### config.mk
export PLATFORM = sky130hd
export DESIGN_NAME = tmw_timer
export DESIGN_NICKNAME = d
export VERILOG_FILES = /design/src/tmw_pkg.sv /design/src/tmw_chan_out.sv /design/src/tmw_timer.sv
export SDC_FILE = /design/constraint.sdc
export NUM_CORES = 1
export LEC_CHECK = 0
export ABC_AREA = 1
export BUFFER_PORTS_ARGS = -buffer_cell sky130_fd_sc_hd__buf_2
export CORE_MARGIN = 10
export CORE_UTILIZATION = 41
export DETAILED_ROUTE_END_ITERATION = 10
export MAX_ROUTING_LAYER = met4
export SETUP_SLACK_MARGIN = 0.02
export SLEW_MARGIN = 20
export SYNTH_ARGS = -nofsm -noshare
export SYNTH_HDL_FRONTEND = slang
export SYNTH_SLANG_ARGS = --single-unit
### constraint.sdc
create_clock -name pclk -period 2.95 [get_ports pclk]
set_input_delay 0.59 -clock pclk [delete_from_list [all_inputs] [get_ports pclk]]
set_output_delay 0.59 -clock pclk [all_outputs]
set_load 0.02 [all_outputs]
### src/tmw_pkg.sv
// Shared constants and types for the 16-bit timer waveform mode and
// compare-output control block.
// Assumes a single APB clock domain and 8-bit byte addresses.
package tmw_pkg;

  // ----------------------------------------------------------------
  // Register byte addresses
  // ----------------------------------------------------------------
  localparam logic [7:0] OFS_CTRL_A = 8'h80;
  localparam logic [7:0] OFS_CTRL_B = 8'h84;
  localparam logic [7:0] OFS_DIV = 8'h88;
  localparam logic [7:0] OFS_CNT = 8'h8C;
  localparam logic [7:0] OFS_CMPA = 8'h90;
  localparam logic [7:0] OFS_CMPB = 8'h94;
  localparam logic [7:0] OFS_CAP = 8'h98;
  localparam logic [7:0] OFS_STAT = 8'h9C;
  localparam logic [7:0] OFS_MASK = 8'hA0;
  localparam logic [7:0] OFS_DIR = 8'hA4;

  // ----------------------------------------------------------------
  // Field positions and reset values
  // ----------------------------------------------------------------
  localparam int CA_MODE_LSB = 6;
  localparam int CB_MODE_LSB = 4;
  localparam int WM_HIGH_LSB = 3;
  localparam int RUN_BIT = 0;
  localparam int ST_OVF = 0;
  localparam int ST_MA = 1;
  localparam int ST_MB = 2;
  localparam logic [7:0] CTRL_A_WMASK = 8'hF3;
  localparam logic [7:0] CTRL_RST = 8'h00;
  localparam logic [2:0] FLAG_RST = 3'h0;
  localparam logic [1:0] DIR_RST = 2'h0;
  localparam logic [15:0] CNT_BOTTOM = 16'h0000;
  localparam logic [15:0] CNT_ONE = 16'h0001;
  localparam logic [15:0] TOP_MAX = 16'hFFFF;
  localparam logic [15:0] TOP_8BIT = 16'h00FF;
  localparam logic [15:0] TOP_9BIT = 16'h01FF;
  localparam logic [15:0] TOP_10BIT = 16'h03FF;

  // ----------------------------------------------------------------
  // Mode decode types
  // ----------------------------------------------------------------
  typedef enum logic [2:0] {TOP_FFFF, TOP_00FF, TOP_01FF, TOP_03FF, TOP_CMPA,
                            TOP_CAP} tmw_top_type;
  typedef enum logic [1:0] {WAVE_NONPWM, WAVE_FAST, WAVE_DUAL} tmw_wave_type;
  typedef enum logic [1:0] {UPD_NOW, UPD_TOP, UPD_BOTTOM} tmw_upd_type;
  typedef enum logic [1:0] {OVF_MAX, OVF_TOP, OVF_BOTTOM} tmw_ovf_type;

  typedef struct packed {
    tmw_top_type top;
    tmw_wave_type wave;
    tmw_upd_type upd;
    tmw_ovf_type ovf;
  } tmw_dec_type;

  // Per-channel events; match and bottom are already qualified by the timer clock enable.
  typedef struct packed {
    logic match;
    logic ignore;
    logic bottom;
    logic up;
    logic toggle_ok;
  } tmw_chev_type;

endpackage : tmw_pkg

### src/tmw_chan_out.sv
// One compare output channel: pin state and pin connection.
// Assumes events arrive as one-cycle pulses on the same clock.
`timescale 1ns/1ps
`default_nettype none
module tmw_chan_out
  import tmw_pkg::*;
(
  input wire logic pclk, // System clock.
  input wire logic presetn, // Asynchronous reset, active low.
  input wire logic [1:0] mode, // Output mode field of this channel.
  input wire tmw_wave_type wave, // Waveform class of the mode.
  input wire tmw_chev_type ev, // Qualified counter events.
  output logic pin, // Output compare pin state.
  output logic connected // Pin overrides the port function.
);

  // ----------------------------------------------------------------
  // Connection
  // ----------------------------------------------------------------
  // toggle only where allowed
  always_comb begin
    connected = (mode != 2'h0) &&
                !(mode == 2'h1 && wave != WAVE_NONPWM && !ev.toggle_ok);
  end

  // ----------------------------------------------------------------
  // Pin state
  // ----------------------------------------------------------------
  // The pin register holds its value while disconnected.
  always_ff @(posedge pclk or negedge presetn) begin
    if (!presetn) begin
      pin <= 1'b0;
    end else if (connected) begin
      case (wave)
        WAVE_NONPWM: begin
          if (ev.match) begin
            pin <= mode[1] ? mode[0] : ~pin;
          end
        end
        WAVE_FAST: begin
          if (ev.match && !mode[1]) begin
            pin <= ~pin;
          end else if (ev.bottom && mode[1]) begin
            pin <= ~mode[0];
          end else if (ev.match && !ev.ignore) begin
            pin <= mode[0];
          end
        end
        WAVE_DUAL: begin
          if (ev.match) begin
            pin <= !mode[1] ? ~pin : (ev.up ? mode[0] : ~mode[0]);
          end
        end
        default: begin
          pin <= pin;
        end
      endcase
    end
  end

endmodule : tmw_chan_out
`default_nettype wire

### src/tmw_timer.sv
// Top of the 16-bit timer waveform mode and compare-output control block.
// Assumes an APB master on pclk; pins are resolved outside from oe_n.
//
// The APB interface to the registers was decided locally.
`timescale 1ns/1ps
`default_nettype none
module tmw_timer
  import tmw_pkg::*;
#(
  parameter int DIV_W = 16 // Width of the timer clock divider.
) (
  input wire logic pclk, // APB clock, 100 MHz.
  input wire logic presetn, // Asynchronous reset, active low.
  input wire logic psel, // APB select.
  input wire logic penable, // APB access phase.
  input wire logic pwrite, // APB write direction.
  input wire logic [7:0] paddr, // APB byte address.
  input wire logic [31:0] pwdata, // APB write data.
  output logic [31:0] prdata, // APB read data, registered.
  output logic pready, // APB ready.
  output logic pslverr, // APB error on unmapped address.
  output logic irq, // Level interrupt.
  output logic chan_a_output_pin, // Channel A compare output.
  output logic chan_a_oe_n, // Channel A drive enable, active low.
  output logic chan_a_override, // Channel A owns the port pin.
  output logic chan_b_output_pin, // Channel B compare output.
  output logic chan_b_oe_n, // Channel B drive enable, active low.
  output logic chan_b_override // Channel B owns the port pin.
);

  // ----------------------------------------------------------------
  // Declarations
  // ----------------------------------------------------------------
  logic [7:0] ctrl_a_r;
  logic [1:0] waveform_mode_high_r;
  logic run_r;
  logic [DIV_W-1:0] div_r;
  logic [DIV_W-1:0] div_cnt_r;
  logic [15:0] counter_value_r;
  logic dir_up_r;
  logic blk_r;
  logic [15:0] cmp_buf_a_r;
  logic [15:0] cmp_buf_b_r;
  logic [15:0] compare_value_a_r;
  logic [15:0] compare_value_b_r;
  logic [15:0] capture_value_r;
  logic [2:0] stat_r;
  logic [2:0] mask_r;
  logic [1:0] pin_dir_r;
  logic [3:0] waveform_mode;
  tmw_dec_type dec;
  logic [15:0] top_w;
  logic tick;
  logic wr_en;
  logic wr_cnt;
  logic at_top;
  logic at_bot;
  logic top_evt;
  logic bottom_evt;
  logic reload;
  logic ovf_evt;
  logic match_a;
  logic match_b;
  logic toggle_ok;
  logic mapped;
  logic [31:0] rd_nxt;
  logic [31:0] rd_nxt_r;
  tmw_chev_type ev_a;
  tmw_chev_type ev_b;

  // ----------------------------------------------------------------
  // Mode decode
  // ----------------------------------------------------------------
  // four-bit mode decode
  assign waveform_mode = {waveform_mode_high_r, ctrl_a_r[1:0]};

  // Mode 13 is reserved and falls back to normal counting.
  always_comb begin
    dec = '{top: TOP_FFFF, wave: WAVE_NONPWM, upd: UPD_NOW, ovf: OVF_MAX};
    case (waveform_mode)
      4'h4: dec.top = TOP_CMPA;
      4'hC: dec.top = TOP_CAP;
      4'h1, 4'h2, 4'h3: begin
        dec = '{top: tmw_top_type'(waveform_mode[1:0]), wave: WAVE_DUAL,
                upd: UPD_TOP, ovf: OVF_BOTTOM};
      end
      4'h5, 4'h6, 4'h7: begin
        dec = '{top: tmw_top_type'(waveform_mode[1:0]), wave: WAVE_FAST,
                upd: UPD_BOTTOM, ovf: OVF_TOP};
      end
      4'hE, 4'hF: begin
        dec = '{top: waveform_mode[0] ? TOP_CMPA : TOP_CAP, wave: WAVE_FAST,
                upd: UPD_BOTTOM, ovf: OVF_TOP};
      end
      4'h8, 4'h9, 4'hA, 4'hB: begin
        dec = '{top: waveform_mode[0] ? TOP_CMPA : TOP_CAP, wave: WAVE_DUAL,
                upd: waveform_mode[1] ? UPD_TOP : UPD_BOTTOM, ovf: OVF_BOTTOM};
      end
      default: dec.top = TOP_FFFF;
    endcase
  end

  // TOP value from the decoded source.
  always_comb begin
    case (dec.top)
      TOP_00FF: top_w = TOP_8BIT;
      TOP_01FF: top_w = TOP_9BIT;
      TOP_03FF: top_w = TOP_10BIT;
      TOP_CMPA: top_w = compare_value_a_r;
      TOP_CAP: top_w = capture_value_r;
      default: top_w = TOP_MAX;
    endcase
  end

  // ----------------------------------------------------------------
  // Timer clock enable
  // ----------------------------------------------------------------
  // one-cycle timer enable
  assign tick = run_r && (div_cnt_r == div_r);

  always_ff @(posedge pclk or negedge presetn) begin
    if (!presetn) begin
      div_cnt_r <= '0;
    end else if (tick || !run_r) begin
      div_cnt_r <= '0;
    end else begin
      div_cnt_r <= div_cnt_r + 1'b1;
    end
  end

  // ----------------------------------------------------------------
  // Counter events
  // ----------------------------------------------------------------
  assign at_top = (counter_value_r == top_w);
  assign at_bot = (counter_value_r == CNT_BOTTOM);
  assign top_evt = tick && at_top;
  assign bottom_evt = (dec.wave == WAVE_FAST) ? top_evt : (tick && at_bot && !dir_up_r);
  assign reload = (dec.upd == UPD_TOP) ? top_evt :
                  (dec.upd == UPD_BOTTOM) ? bottom_evt : 1'b0;
  assign match_a = tick && !blk_r && (counter_value_r == compare_value_a_r);
  assign match_b = tick && !blk_r && (counter_value_r == compare_value_b_r);
  assign toggle_ok = (waveform_mode == 4'hE) || (waveform_mode == 4'hF) ||
                     (waveform_mode == 4'h9) || (waveform_mode == 4'hB);

  always_comb begin
    case (dec.ovf)
      OVF_TOP: ovf_evt = top_evt;
      OVF_BOTTOM: ovf_evt = bottom_evt;
      default: ovf_evt = tick && (counter_value_r == TOP_MAX);
    endcase
  end

  // ----------------------------------------------------------------
  // Counter
  // ----------------------------------------------------------------
  // A software write wins over counting and blocks the next match.
  always_ff @(posedge pclk or negedge presetn) begin
    if (!presetn) begin
      counter_value_r <= CNT_BOTTOM;
      dir_up_r <= 1'b1;
    end else if (wr_cnt) begin
      counter_value_r <= pwdata[15:0];
    end else if (tick) begin
      if (dec.wave != WAVE_DUAL) begin
        dir_up_r <= 1'b1;
        counter_value_r <= at_top ? CNT_BOTTOM : counter_value_r + CNT_ONE;
      end else if (dir_up_r) begin
        dir_up_r <= (counter_value_r < top_w);
        counter_value_r <= (counter_value_r < top_w) ? counter_value_r + CNT_ONE :
                           counter_value_r - CNT_ONE;
      end else begin
        dir_up_r <= at_bot;
        counter_value_r <= at_bot ? CNT_ONE : counter_value_r - CNT_ONE;
      end
    end
  end

  always_ff @(posedge pclk or negedge presetn) begin
    if (!presetn) begin
      blk_r <= 1'b0;
    end else if (wr_cnt) begin
      blk_r <= 1'b1;
    end else if (tick) begin
      blk_r <= 1'b0;
    end
  end

  // ----------------------------------------------------------------
  // Compare registers
  // ----------------------------------------------------------------
  // buffered reload at update point
  always_ff @(posedge pclk or negedge presetn) begin
    if (!presetn) begin
      compare_value_a_r <= CNT_BOTTOM;
      compare_value_b_r <= CNT_BOTTOM;
    end else if (dec.upd == UPD_NOW) begin
      compare_value_a_r <= cmp_buf_a_r;
      compare_value_b_r <= cmp_buf_b_r;
    end else if (reload) begin
      compare_value_a_r <= cmp_buf_a_r;
      compare_value_b_r <= cmp_buf_b_r;
    end
  end

  // ----------------------------------------------------------------
  // APB register file
  // ----------------------------------------------------------------
  assign wr_en = psel && penable && pwrite && mapped;
  assign wr_cnt = wr_en && (paddr == OFS_CNT);
  assign pready = 1'b1;
  assign pslverr = psel && penable && !mapped;
  assign prdata = rd_nxt_r;

  always_comb begin
    case (paddr)
      OFS_CTRL_A, OFS_CTRL_B, OFS_DIV, OFS_CNT, OFS_CMPA, OFS_CMPB, OFS_CAP,
      OFS_STAT, OFS_MASK, OFS_DIR: mapped = 1'b1;
      default: mapped = 1'b0;
    endcase
  end

  // Control and configuration writes.
  always_ff @(posedge pclk or negedge presetn) begin
    if (!presetn) begin
      ctrl_a_r <= CTRL_RST;
      waveform_mode_high_r <= CTRL_RST[1:0];
      run_r <= 1'b0;
      div_r <= '0;
      cmp_buf_a_r <= CNT_BOTTOM;
      cmp_buf_b_r <= CNT_BOTTOM;
      capture_value_r <= CNT_BOTTOM;
      mask_r <= FLAG_RST;
      pin_dir_r <= DIR_RST;
    end else if (wr_en) begin
      case (paddr)
        OFS_CTRL_A: ctrl_a_r <= pwdata[7:0] & CTRL_A_WMASK;
        OFS_CTRL_B: begin
          waveform_mode_high_r <= pwdata[WM_HIGH_LSB+:2];
          run_r <= pwdata[RUN_BIT];
        end
        OFS_DIV: div_r <= pwdata[DIV_W-1:0];
        OFS_CMPA: cmp_buf_a_r <= pwdata[15:0];
        OFS_CMPB: cmp_buf_b_r <= pwdata[15:0];
        OFS_CAP: capture_value_r <= pwdata[15:0];
        OFS_MASK: mask_r <= pwdata[2:0];
        OFS_DIR: pin_dir_r <= pwdata[1:0];
        default: run_r <= run_r;
      endcase
    end
  end

  // Sticky flags; a new event wins over a write-one clear.
  always_ff @(posedge pclk or negedge presetn) begin
    if (!presetn) begin
      stat_r <= FLAG_RST;
    end else begin
      for (int i = 0; i < 3; i++) begin
        if ((i == ST_OVF && ovf_evt) || (i == ST_MA && match_a) ||
            (i == ST_MB && match_b)) begin
          stat_r[i] <= 1'b1;
        end else if (wr_en && paddr == OFS_STAT && pwdata[i]) begin
          stat_r[i] <= 1'b0;
        end
      end
    end
  end

  assign irq = |(stat_r & mask_r);

  // Read data is captured in the setup phase and held for the access.
  always_comb begin
    case (paddr)
      OFS_CTRL_A: rd_nxt = {24'h000000, ctrl_a_r};
      OFS_CTRL_B: rd_nxt = {27'h0000000, waveform_mode_high_r, 2'h0, run_r};
      OFS_DIV: rd_nxt = 32'(div_r);
      OFS_CNT: rd_nxt = {16'h0000, counter_value_r};
      OFS_CMPA: rd_nxt = {16'h0000, cmp_buf_a_r};
      OFS_CMPB: rd_nxt = {16'h0000, cmp_buf_b_r};
      OFS_CAP: rd_nxt = {16'h0000, capture_value_r};
      OFS_STAT: rd_nxt = {29'h00000000, stat_r};
      OFS_MASK: rd_nxt = {29'h00000000, mask_r};
      OFS_DIR: rd_nxt = {30'h00000000, pin_dir_r};
      default: rd_nxt = 32'h00000000;
    endcase
  end

  // Read data register, loaded in the setup phase of a read.
  always_ff @(posedge pclk or negedge presetn) begin
    if (!presetn) begin
      rd_nxt_r <= 32'h00000000;
    end else if (psel && !penable && !pwrite) begin
      rd_nxt_r <= rd_nxt;
    end
  end

  // ----------------------------------------------------------------
  // Output channels
  // ----------------------------------------------------------------
  assign ev_a = '{match: match_a, ignore: mo_ignore(compare_value_a_r),
                  bottom: bottom_evt, up: dir_up_r, toggle_ok: toggle_ok};
  assign ev_b = '{match: match_b, ignore: mo_ignore(compare_value_b_r),
                  bottom: bottom_evt, up: dir_up_r, toggle_ok: 1'b0};

  function automatic logic mo_ignore(input logic [15:0] cmp);
    mo_ignore = (dec.wave == WAVE_FAST) && (cmp == top_w);
  endfunction : mo_ignore

  tmw_chan_out u_chan_a (
    .pclk(pclk),
    .presetn(presetn),
    .mode(ctrl_a_r[CA_MODE_LSB+:2]),
    .wave(dec.wave),
    .ev(ev_a),
    .pin(chan_a_output_pin),
    .connected(chan_a_override)
  );

  tmw_chan_out u_chan_b (
    .pclk(pclk),
    .presetn(presetn),
    .mode(ctrl_a_r[CB_MODE_LSB+:2]),
    .wave(dec.wave),
    .ev(ev_b),
    .pin(chan_b_output_pin),
    .connected(chan_b_override)
  );

  assign chan_a_oe_n = !(chan_a_override && pin_dir_r[0]);
  assign chan_b_oe_n = !(chan_b_override && pin_dir_r[1]);
endmodule : tmw_timer
`default_nettype wire

=== Yosys cells after proc, flatten, opt, wreduce, memory -nomap -nowiden ===
Cells that the tools add are included.

* Reduce and logical (&&, ||, !) cells: 83
* Muxes and demuxes: 51
* $mul: 0
* Equality and inequality tests: 51
* Order comparisons: 1
* Bitwise gates (word level): 6
* Div/mod/pow operators: 0
* Shift operators: 0
* $add $sub $neg: 3

{| class="wikitable"
|+ Operator list
! kind !! count
|-
| $mux 16 || 12
|-
| $pmux 16 s10 || 1
|-
| $eq 16x16->1 || 6
|-
| $eq 8x8->1 const B || 10
|-
| $pmux 16 s5 || 1
|-
| $logic_and 1x1->1 || 34
|-
| $add 16x1->16 const B || 2
|-
| $mux 1 || 31
|-
| $eq 4x4->1 const B || 7
|-
| $pmux 6 s3 || 1
|-
| $reduce_and 2->1 || 9
|-
| $eq 16x16->1 const B || 1
|-
| $eq 4x3->1 const B || 4
|-
| $logic_not 16->1 || 1
|-
| $lt 16x16->1 || 1
|-
| $reduce_bool 2->1 || 8
|-
| $sub 16x1->16 const B || 1
|-
| $logic_not 1->1 || 15
|-
| $pmux 3 s4 || 1
|-
| $reduce_or 6->1 || 2
|-
| $eq 2x1->1 const B || 5
|-
| $ne 2x2->1 const B || 5
|-
| $reduce_and 5->1 || 2
|-
| $reduce_or 10->1 || 1
|-
| other kinds (18) || 34
|}

* Output and inout port bits: 41
* Input bits: 45
* RAM bits: 0
* Latch bits: 0
* Word-level logic and storage cells: 216
* Register bits after elaboration: 181
* Memories kept: 0
* ROM bits: 0

=== Logic depth before layout (Yosys ltp) ===
* Depth after elaboration: 13
* Gate-level depth with buffers: 22
* Mapped depth without buffers: 22

=== Cells and area by module ===
A second synthesis with hierarchy kept.

* Cell total of the unflattened synthesis: 1,574
* Area total of the unflattened synthesis: 11,040.6 um2

{| class="wikitable"
|+ By module, submodules not included
! module !! seq. area each (um2) !! area each (um2) !! cells an instance !! times used
|-
| tmw_timer || 4,080.2 || 10,605.2 || 1,490 || 1
|-
| tmw_chan_out || 25.0 || 217.7 || 42 || 2
|}

=== Least setup slack after synthesis ===
Ideal clock, no wire load.

* Kind: register -> register
* Start point: reg ctrl_a_r[1]
* End point: reg counter_value_r[5]
* Arrival: 3.014 ns
* Stages on the path, launching flop included: 19
* Clock period less this slack: 3.084 ns
* Path buffers: 0
* Setup slack: -0.134 ns
* Library setup time: 0.070 ns
* Required time: 2.880 ns
* Cells stage by stage: dfrtp_1 -> nor2_1 -> nand2_1 -> nand2_2 -> nand3_2 -> inv_2 -> nand2_1 -> nand2_1 -> inv_1 -> ha_1 -> a21oi_1 -> o21ai_0 -> a21oi_1 -> or2_2 -> nand4_1 -> a21oi_2 -> nand2_1 -> or2_2 -> nand4_1

* Cells in the longest elaborated chain, start to end: 11
* Elaborated cells between the ends (all ways): 36
* Those cells by class: order compare: 1; eq/ne: 21; mux: 9; reduce/logical: 5

{| class="wikitable"
|+ Ends and longest elaborated chain
! what !! line !! RTL
|-
| start: declaration || tmw_timer.sv:34 || <nowiki>logic [7:0] ctrl_a_r;</nowiki>
|-
| start signal: assignment || tmw_timer.sv:236 || <nowiki>OFS_CTRL_A: ctrl_a_r <= pwdata[7:0] & CTRL_A_WMASK;</nowiki>
|-
| $eq 4x4->1, or another cell as far along || tmw_timer.sv:80 || <nowiki>case (waveform_mode)</nowiki>
|-
| $reduce_or 6->1 (no source line) || n/a ||
|-
| $pmux 3 s4 || tmw_timer.sv:80 ||
|-
| $eq 3x3->1, or another cell as far along || tmw_timer.sv:105 || <nowiki>case (dec.top)</nowiki>
|-
| $pmux 16 s5 || tmw_timer.sv:105 ||
|-
| $lt 16x16->1 || tmw_timer.sv:169 || <nowiki>counter_value_r <= (counter_value_r < top_w) ? counter_value_r + CNT_ONE :</nowiki>
|-
| $mux 16 || tmw_timer.sv:169 ||
|-
| $mux 16 || tmw_timer.sv:167 || <nowiki>end else if (dir_up_r) begin</nowiki>
|-
| $mux 16 (*) || tmw_timer.sv:164 || <nowiki>if (dec.wave != WAVE_DUAL) begin</nowiki>
|-
| $mux 16 (*) || tmw_timer.sv:163 || <nowiki>end else if (tick) begin</nowiki>
|-
| $mux 16 (*) || tmw_timer.sv:161 || <nowiki>end else if (wr_cnt) begin</nowiki>
|-
| end signal: assignment || tmw_timer.sv:162 || <nowiki>counter_value_r <= pwdata[15:0];</nowiki>
|-
| end signal: assignment || tmw_timer.sv:166 || <nowiki>counter_value_r <= at_top ? CNT_BOTTOM : counter_value_r + CNT_ONE;</nowiki>
|-
| end signal: assignment || tmw_timer.sv:169 ||
|-
| end: declaration || tmw_timer.sv:39 || <nowiki>logic [15:0] counter_value_r;</nowiki>
|}

Mark *: on every way between the ends. The rest lies on a longest branch, timed or not. The select of a mux whose other input is x is not followed.
A chain may end at the register's enable or synchronous reset.

=== Final worst setup path ===
* Start point: reg waveform_mode_high_r[0]
* End point: reg compare_value_b_r[6]

* Cells in the longest elaborated chain, start to end: 11
* Elaborated cells between the ends (all ways): 38
* Those cells by class: eq/ne: 23; mux: 7; reduce/logical: 8

{| class="wikitable"
|+ Ends and longest elaborated chain
! what !! line !! RTL
|-
| start: declaration || tmw_timer.sv:35 || <nowiki>logic [1:0] waveform_mode_high_r;</nowiki>
|-
| start signal: assignment || tmw_timer.sv:226 || <nowiki>waveform_mode_high_r <= CTRL_RST[1:0];</nowiki>
|-
| start signal: assignment || tmw_timer.sv:238 || <nowiki>waveform_mode_high_r <= pwdata[WM_HIGH_LSB+:2];</nowiki>
|-
| $eq 4x4->1, or another cell as far along || tmw_timer.sv:80 ||
|-
| $reduce_or 6->1 (no source line) || n/a ||
|-
| $pmux 3 s4 || tmw_timer.sv:80 ||
|-
| $eq 3x3->1, or another cell as far along || tmw_timer.sv:105 ||
|-
| $pmux 16 s5 || tmw_timer.sv:105 ||
|-
| $eq 16x16->1 || tmw_timer.sv:134 || <nowiki>assign at_top = (counter_value_r == top_w);</nowiki>
|-
| $logic_and 1x1->1 || tmw_timer.sv:136 || <nowiki>assign top_evt = tick && at_top;</nowiki>
|-
| $mux 1 || tmw_timer.sv:137 || <nowiki>assign bottom_evt = (dec.wave == WAVE_FAST) ? top_evt : (tick && at_bot && !dir_up_r);</nowiki>
|-
| $mux 1 || tmw_timer.sv:139 || <nowiki>(dec.upd == UPD_BOTTOM) ? bottom_evt : 1'b0;</nowiki>
|-
| $mux 1 || tmw_timer.sv:138 || <nowiki>assign reload = (dec.upd == UPD_TOP) ? top_evt :</nowiki>
|-
| $reduce_bool 2->1 (no source line) || n/a ||
|-
| end signal: assignment || tmw_timer.sv:198 || <nowiki>compare_value_b_r <= cmp_buf_b_r;</nowiki>
|-
| end signal: assignment || tmw_timer.sv:201 || <nowiki>compare_value_b_r <= cmp_buf_b_r;</nowiki>
|-
| end: declaration || tmw_timer.sv:45 || <nowiki>logic [15:0] compare_value_b_r;</nowiki>
|}

Parallel ways exist; a longest one is shown, timed or not.

==> results.tsv <==
stage	metric	value	unit
outcome	run_status	finished, violations left	
outcome	violations	setup timing	
timing	finalClockSkew	0.01930	ns
drt	firstDrtPassIters	6	
place	port_buffers	52	
worst_setup_path	crit_buf_inv	6	
flow_run	maxCapViolCount	0	
clock_tree	clock_tree.buffer_depth	2	
drt	drtAntennaViolNets	0	
drt	routed_wl	40.45	mm
synth	synth_warnings	0	
synth	avgSynthCellArea	6.963	sq um
worst_setup_path	cpPeakStageDelay	0.46	ns
place	dp.final_hpwl	29.73	mm
timing	slew_headroom	0.5059	
timing	fin_tns_setup	-16.82	ns
synth	syn_inst	1523	
die	boundaryPins	86	
worst_setup_path	cp-start-kind	flip-flop	
hold_path	hold_path_class	in -> async	
finish	diodes	0	
drt	drtIter0Drc	1153	
synth	ys_async_sr_fraction	1.000	
synth	synth_area	0.01060	sq mm
timing	setup_viol	52	
power	switching_share	0.3322	
drt	vias	11180	
synth	synth_seq_area_share	0.3895	
clock_tree	cts_root_buf	clkbuf_16	
finish	syn_to_final_growth	32.77	%
clock_tree	clk_latency	0.45	ns
worst_setup_path	critPathMaxFanout	8	
global_routing	grt_pass1_wl	58.48	mm
worst_setup_path	crit_slowest_cell	dfrtp_2	
place	gp_congestion	1.018	
die	die_x	180.8	um
worst_setup_path	ff2ff_path_depth	21	
drt	wire_per_inst	19.85	um
clock_tree	ctsHoldBuffers	0	
die	dieArea	0.03270	sq mm
power	power_frac_comb	0.227	
timing	worst_pin_slew	0.7404	ns
synth	synthFlopType	dfrtp_1	
power	p_clk_frac	0.375	
clock_tree	cts_tree	yes	
global_routing	antenna_found_initial	0	
power	power_density	435.1	mW/mm^2
finish	final_nets	1763	
worst_setup_path	cp-end-kind	flip-flop	
synth	synth_cell_type_count	52	
timing	post-route-period-util	1.125	
timing	period_minus_slack	3.320	ns
worst_setup_path	crit_chain	nand2_2, inv_2, a21oi_4, buf_12, buf_8, nand4_1, nand3_2, inv_2, ha_4, nand2_2, nor2_4, nand2_4, nor3_4, nand4_1, nand2_2, nand2_2, o21ai_4, buf_12, clkbuf_16, nand2_2, o21ai_1	
timing	fin_ws	-0.3701	ns
finish	drive_gt1_frac	0.2652	
synth	synth_seq_cells	165	
global_routing	overflow	0	
power	leakage	0.006874	uW
place	dpl_worst_slack	-0.4252	ns
power	p_sw	2035	uW
power	worst_ir_drop_vdd	335.9	uV
clock_tree	clock-sinks	165	
die	core	0.02533	sq mm
worst_setup_path	rr_startpoint	waveform_mode_high_r[0]	
worst_setup_path	crit_type	reg -> reg	
worst_setup_path	cpMostUsedCell	nand2_2	
drt	drc_errors	0	
global_routing	track_usage	0.2326	
worst_setup_path	critical_path_required	3.32	ns
global_routing	grt_max_degree	59	
worst_setup_path	critPathArrivalTime	3.69	ns
finish	n_fill_cell	2331	
drt	vias_per_cell	5.487	
timing	finalHoldViolCount	0	
power	internal-power	4091	uW
clock_tree	clk_pin_slew	0.08	ns
die	rows	58	
power	seqPwrFrac	0.398	
die	die_h	180.8	um
die	start_util	0.4187	
clock_tree	htreeDepth	4	
synth	synth-edff-count	0	
timing	rsz0062_at_grt	true	
finish	mostFrequentLayoutCell	nand2_1	
clock_tree	cts_made_buffers	17	
worst_setup_path	path_delay_family	simple AND/OR/NAND/NOR gates	
timing	max_freq	301.2	MHz
timing	drv_slew	0	
timing	finalHoldWorstSlack	0.09381	ns
place	placedInstanceArea	0.01200	sq mm
worst_setup_path	worstSetupPathDepth	21	
global_routing	grt_pass1_vias	10210	
worst_setup_path	startpoint	waveform_mode_high_r[0]	
finish	fin_area	0.01408	sq mm
finish	layout_common_cells	nand2_1, inv_1, dfrtp_1	
[layout make-up]
type | count | area (sq um) | share of cell area
clock buffer | 17 | 425.4 | 0.03022
clock inverter | 15 | 180.2 | 0.01280
inverter | 210 | 804.5 | 0.05715
multi-input combinational | 1097 | 6354 | 0.4513
sequential | 165 | 4134 | 0.2936
tap | 330 | 412.9 | 0.02933
timing repair buffer | 204 | 1768 | 0.1256
[layer usage]
| metal | vias to the layer above | wire (um) | share of wire | track usage |
|---|---|---|---|---|
| met4 | 0 | 1198 | 0.030 | 0.06594 |
| met1 | 5353 | 17180 | 0.42 | 0.3053 |
| met3 | 76 | 3375 | 0.083 | 0.04396 |
| met2 | 487 | 18690 | 0.46 | 0.3588 |
| met5 | - | 0 | 0 | - |
| li1 | 5267 | - | - | - |
[registers in the layout (all words and copies together) (netlist names)]
name                  count
counter_value_r          16
run_r                     1
waveform_mode_high_r      2
mask_r                    3
compare_value_b_r        16
pin_dir_r                 2
u_chan_a.pin              1
div_r                    16
dir_up_r                  1
stat_r                    3
blk_r                     1
capture_value_r          16
ctrl_a_r                  6
div_cnt_r                16
cmp_buf_a_r              16
u_chan_b.pin              1
prdata                   16
cmp_buf_b_r              16
compare_value_a_r        16
[per-stage QoR]
stage,cells,utilization,power [uW]
2_1_floorplan,1538,-,3051
3_5_place_dp,1966,0.4740,3513
3_3_place_gp,1966,0.4740,3500
5_1_grt,2038,0.5559,6380
4_1_cts,2008,0.5051,5872
6_report,2038,0.5559,6126
[power groups by stage]
| stage | sequential (uW) | combinational [uW] | clock [uW] |
|---|---|---|---|
| after floorplan | 2470 | 582 | 0 |
| after global placement | 2480 | 1020 | 0 |
| after detailed placement | 2480 | 1030 | 0 |
| after CTS | 2430 | 1110 | 2330 |
| after global routing | 2450 | 1510 | 2420 |
| final | 2440 | 1390 | 2300 |
[kinds of logic after synthesis]
kind of cell             synth area share
AND/OR/NAND/NOR                    0.3064
AO/OA/AOI/OAI                      0.1384
adder cells (fa/ha/maj)           0.02714
multiplexers                     0.007434
buffers and inverters              0.1081
flip-flops                         0.3895
other                           0.0007082
XOR/XNOR                          0.02230
[Yosys cell counts, types with 19 or more instances]
| cell | n | share of area |
|---|---|---|
| buf_2 | 20 | 0.0094 |
| nor2_1 | 105 | 0.037 |
| nor3_1 | 27 | 0.013 |
| o21ai_0 | 136 | 0.064 |
| ha_1 | 23 | 0.027 |
| clkbuf_1 | 23 | 0.0081 |
| nand4_1 | 58 | 0.034 |
| buf_4 | 19 | 0.013 |
| dfrtp_1 | 164 | 0.39 |
| nand3_1 | 67 | 0.032 |
| nand2_1 | 475 | 0.17 |
| inv_1 | 202 | 0.072 |
| o22ai_1 | 38 | 0.022 |
| a21oi_1 | 46 | 0.022 |
[final timing paths]
path                                          to  slack [ns]
min                        compare_value_a_r[15]        0.09
max                         compare_value_b_r[6]       -0.37
min reg2reg                compare_value_a_r[11]        0.48
max reg2reg                 compare_value_b_r[6]       -0.37
min in group pclk             capture_value_r[9]        0.44
max in group asynchronous           div_cnt_r[7]        2.00
[timing repair]
action                                 CTS  global route
setup buffers                            9            27
gates cloned                             1             6
pin swaps                                9            41
setup endpoints to repair               55            56
endpoints found under the hold margin    0             0
gates resized for setup                 24           276
Note: power is estimated with default switching activity, not from simulation.
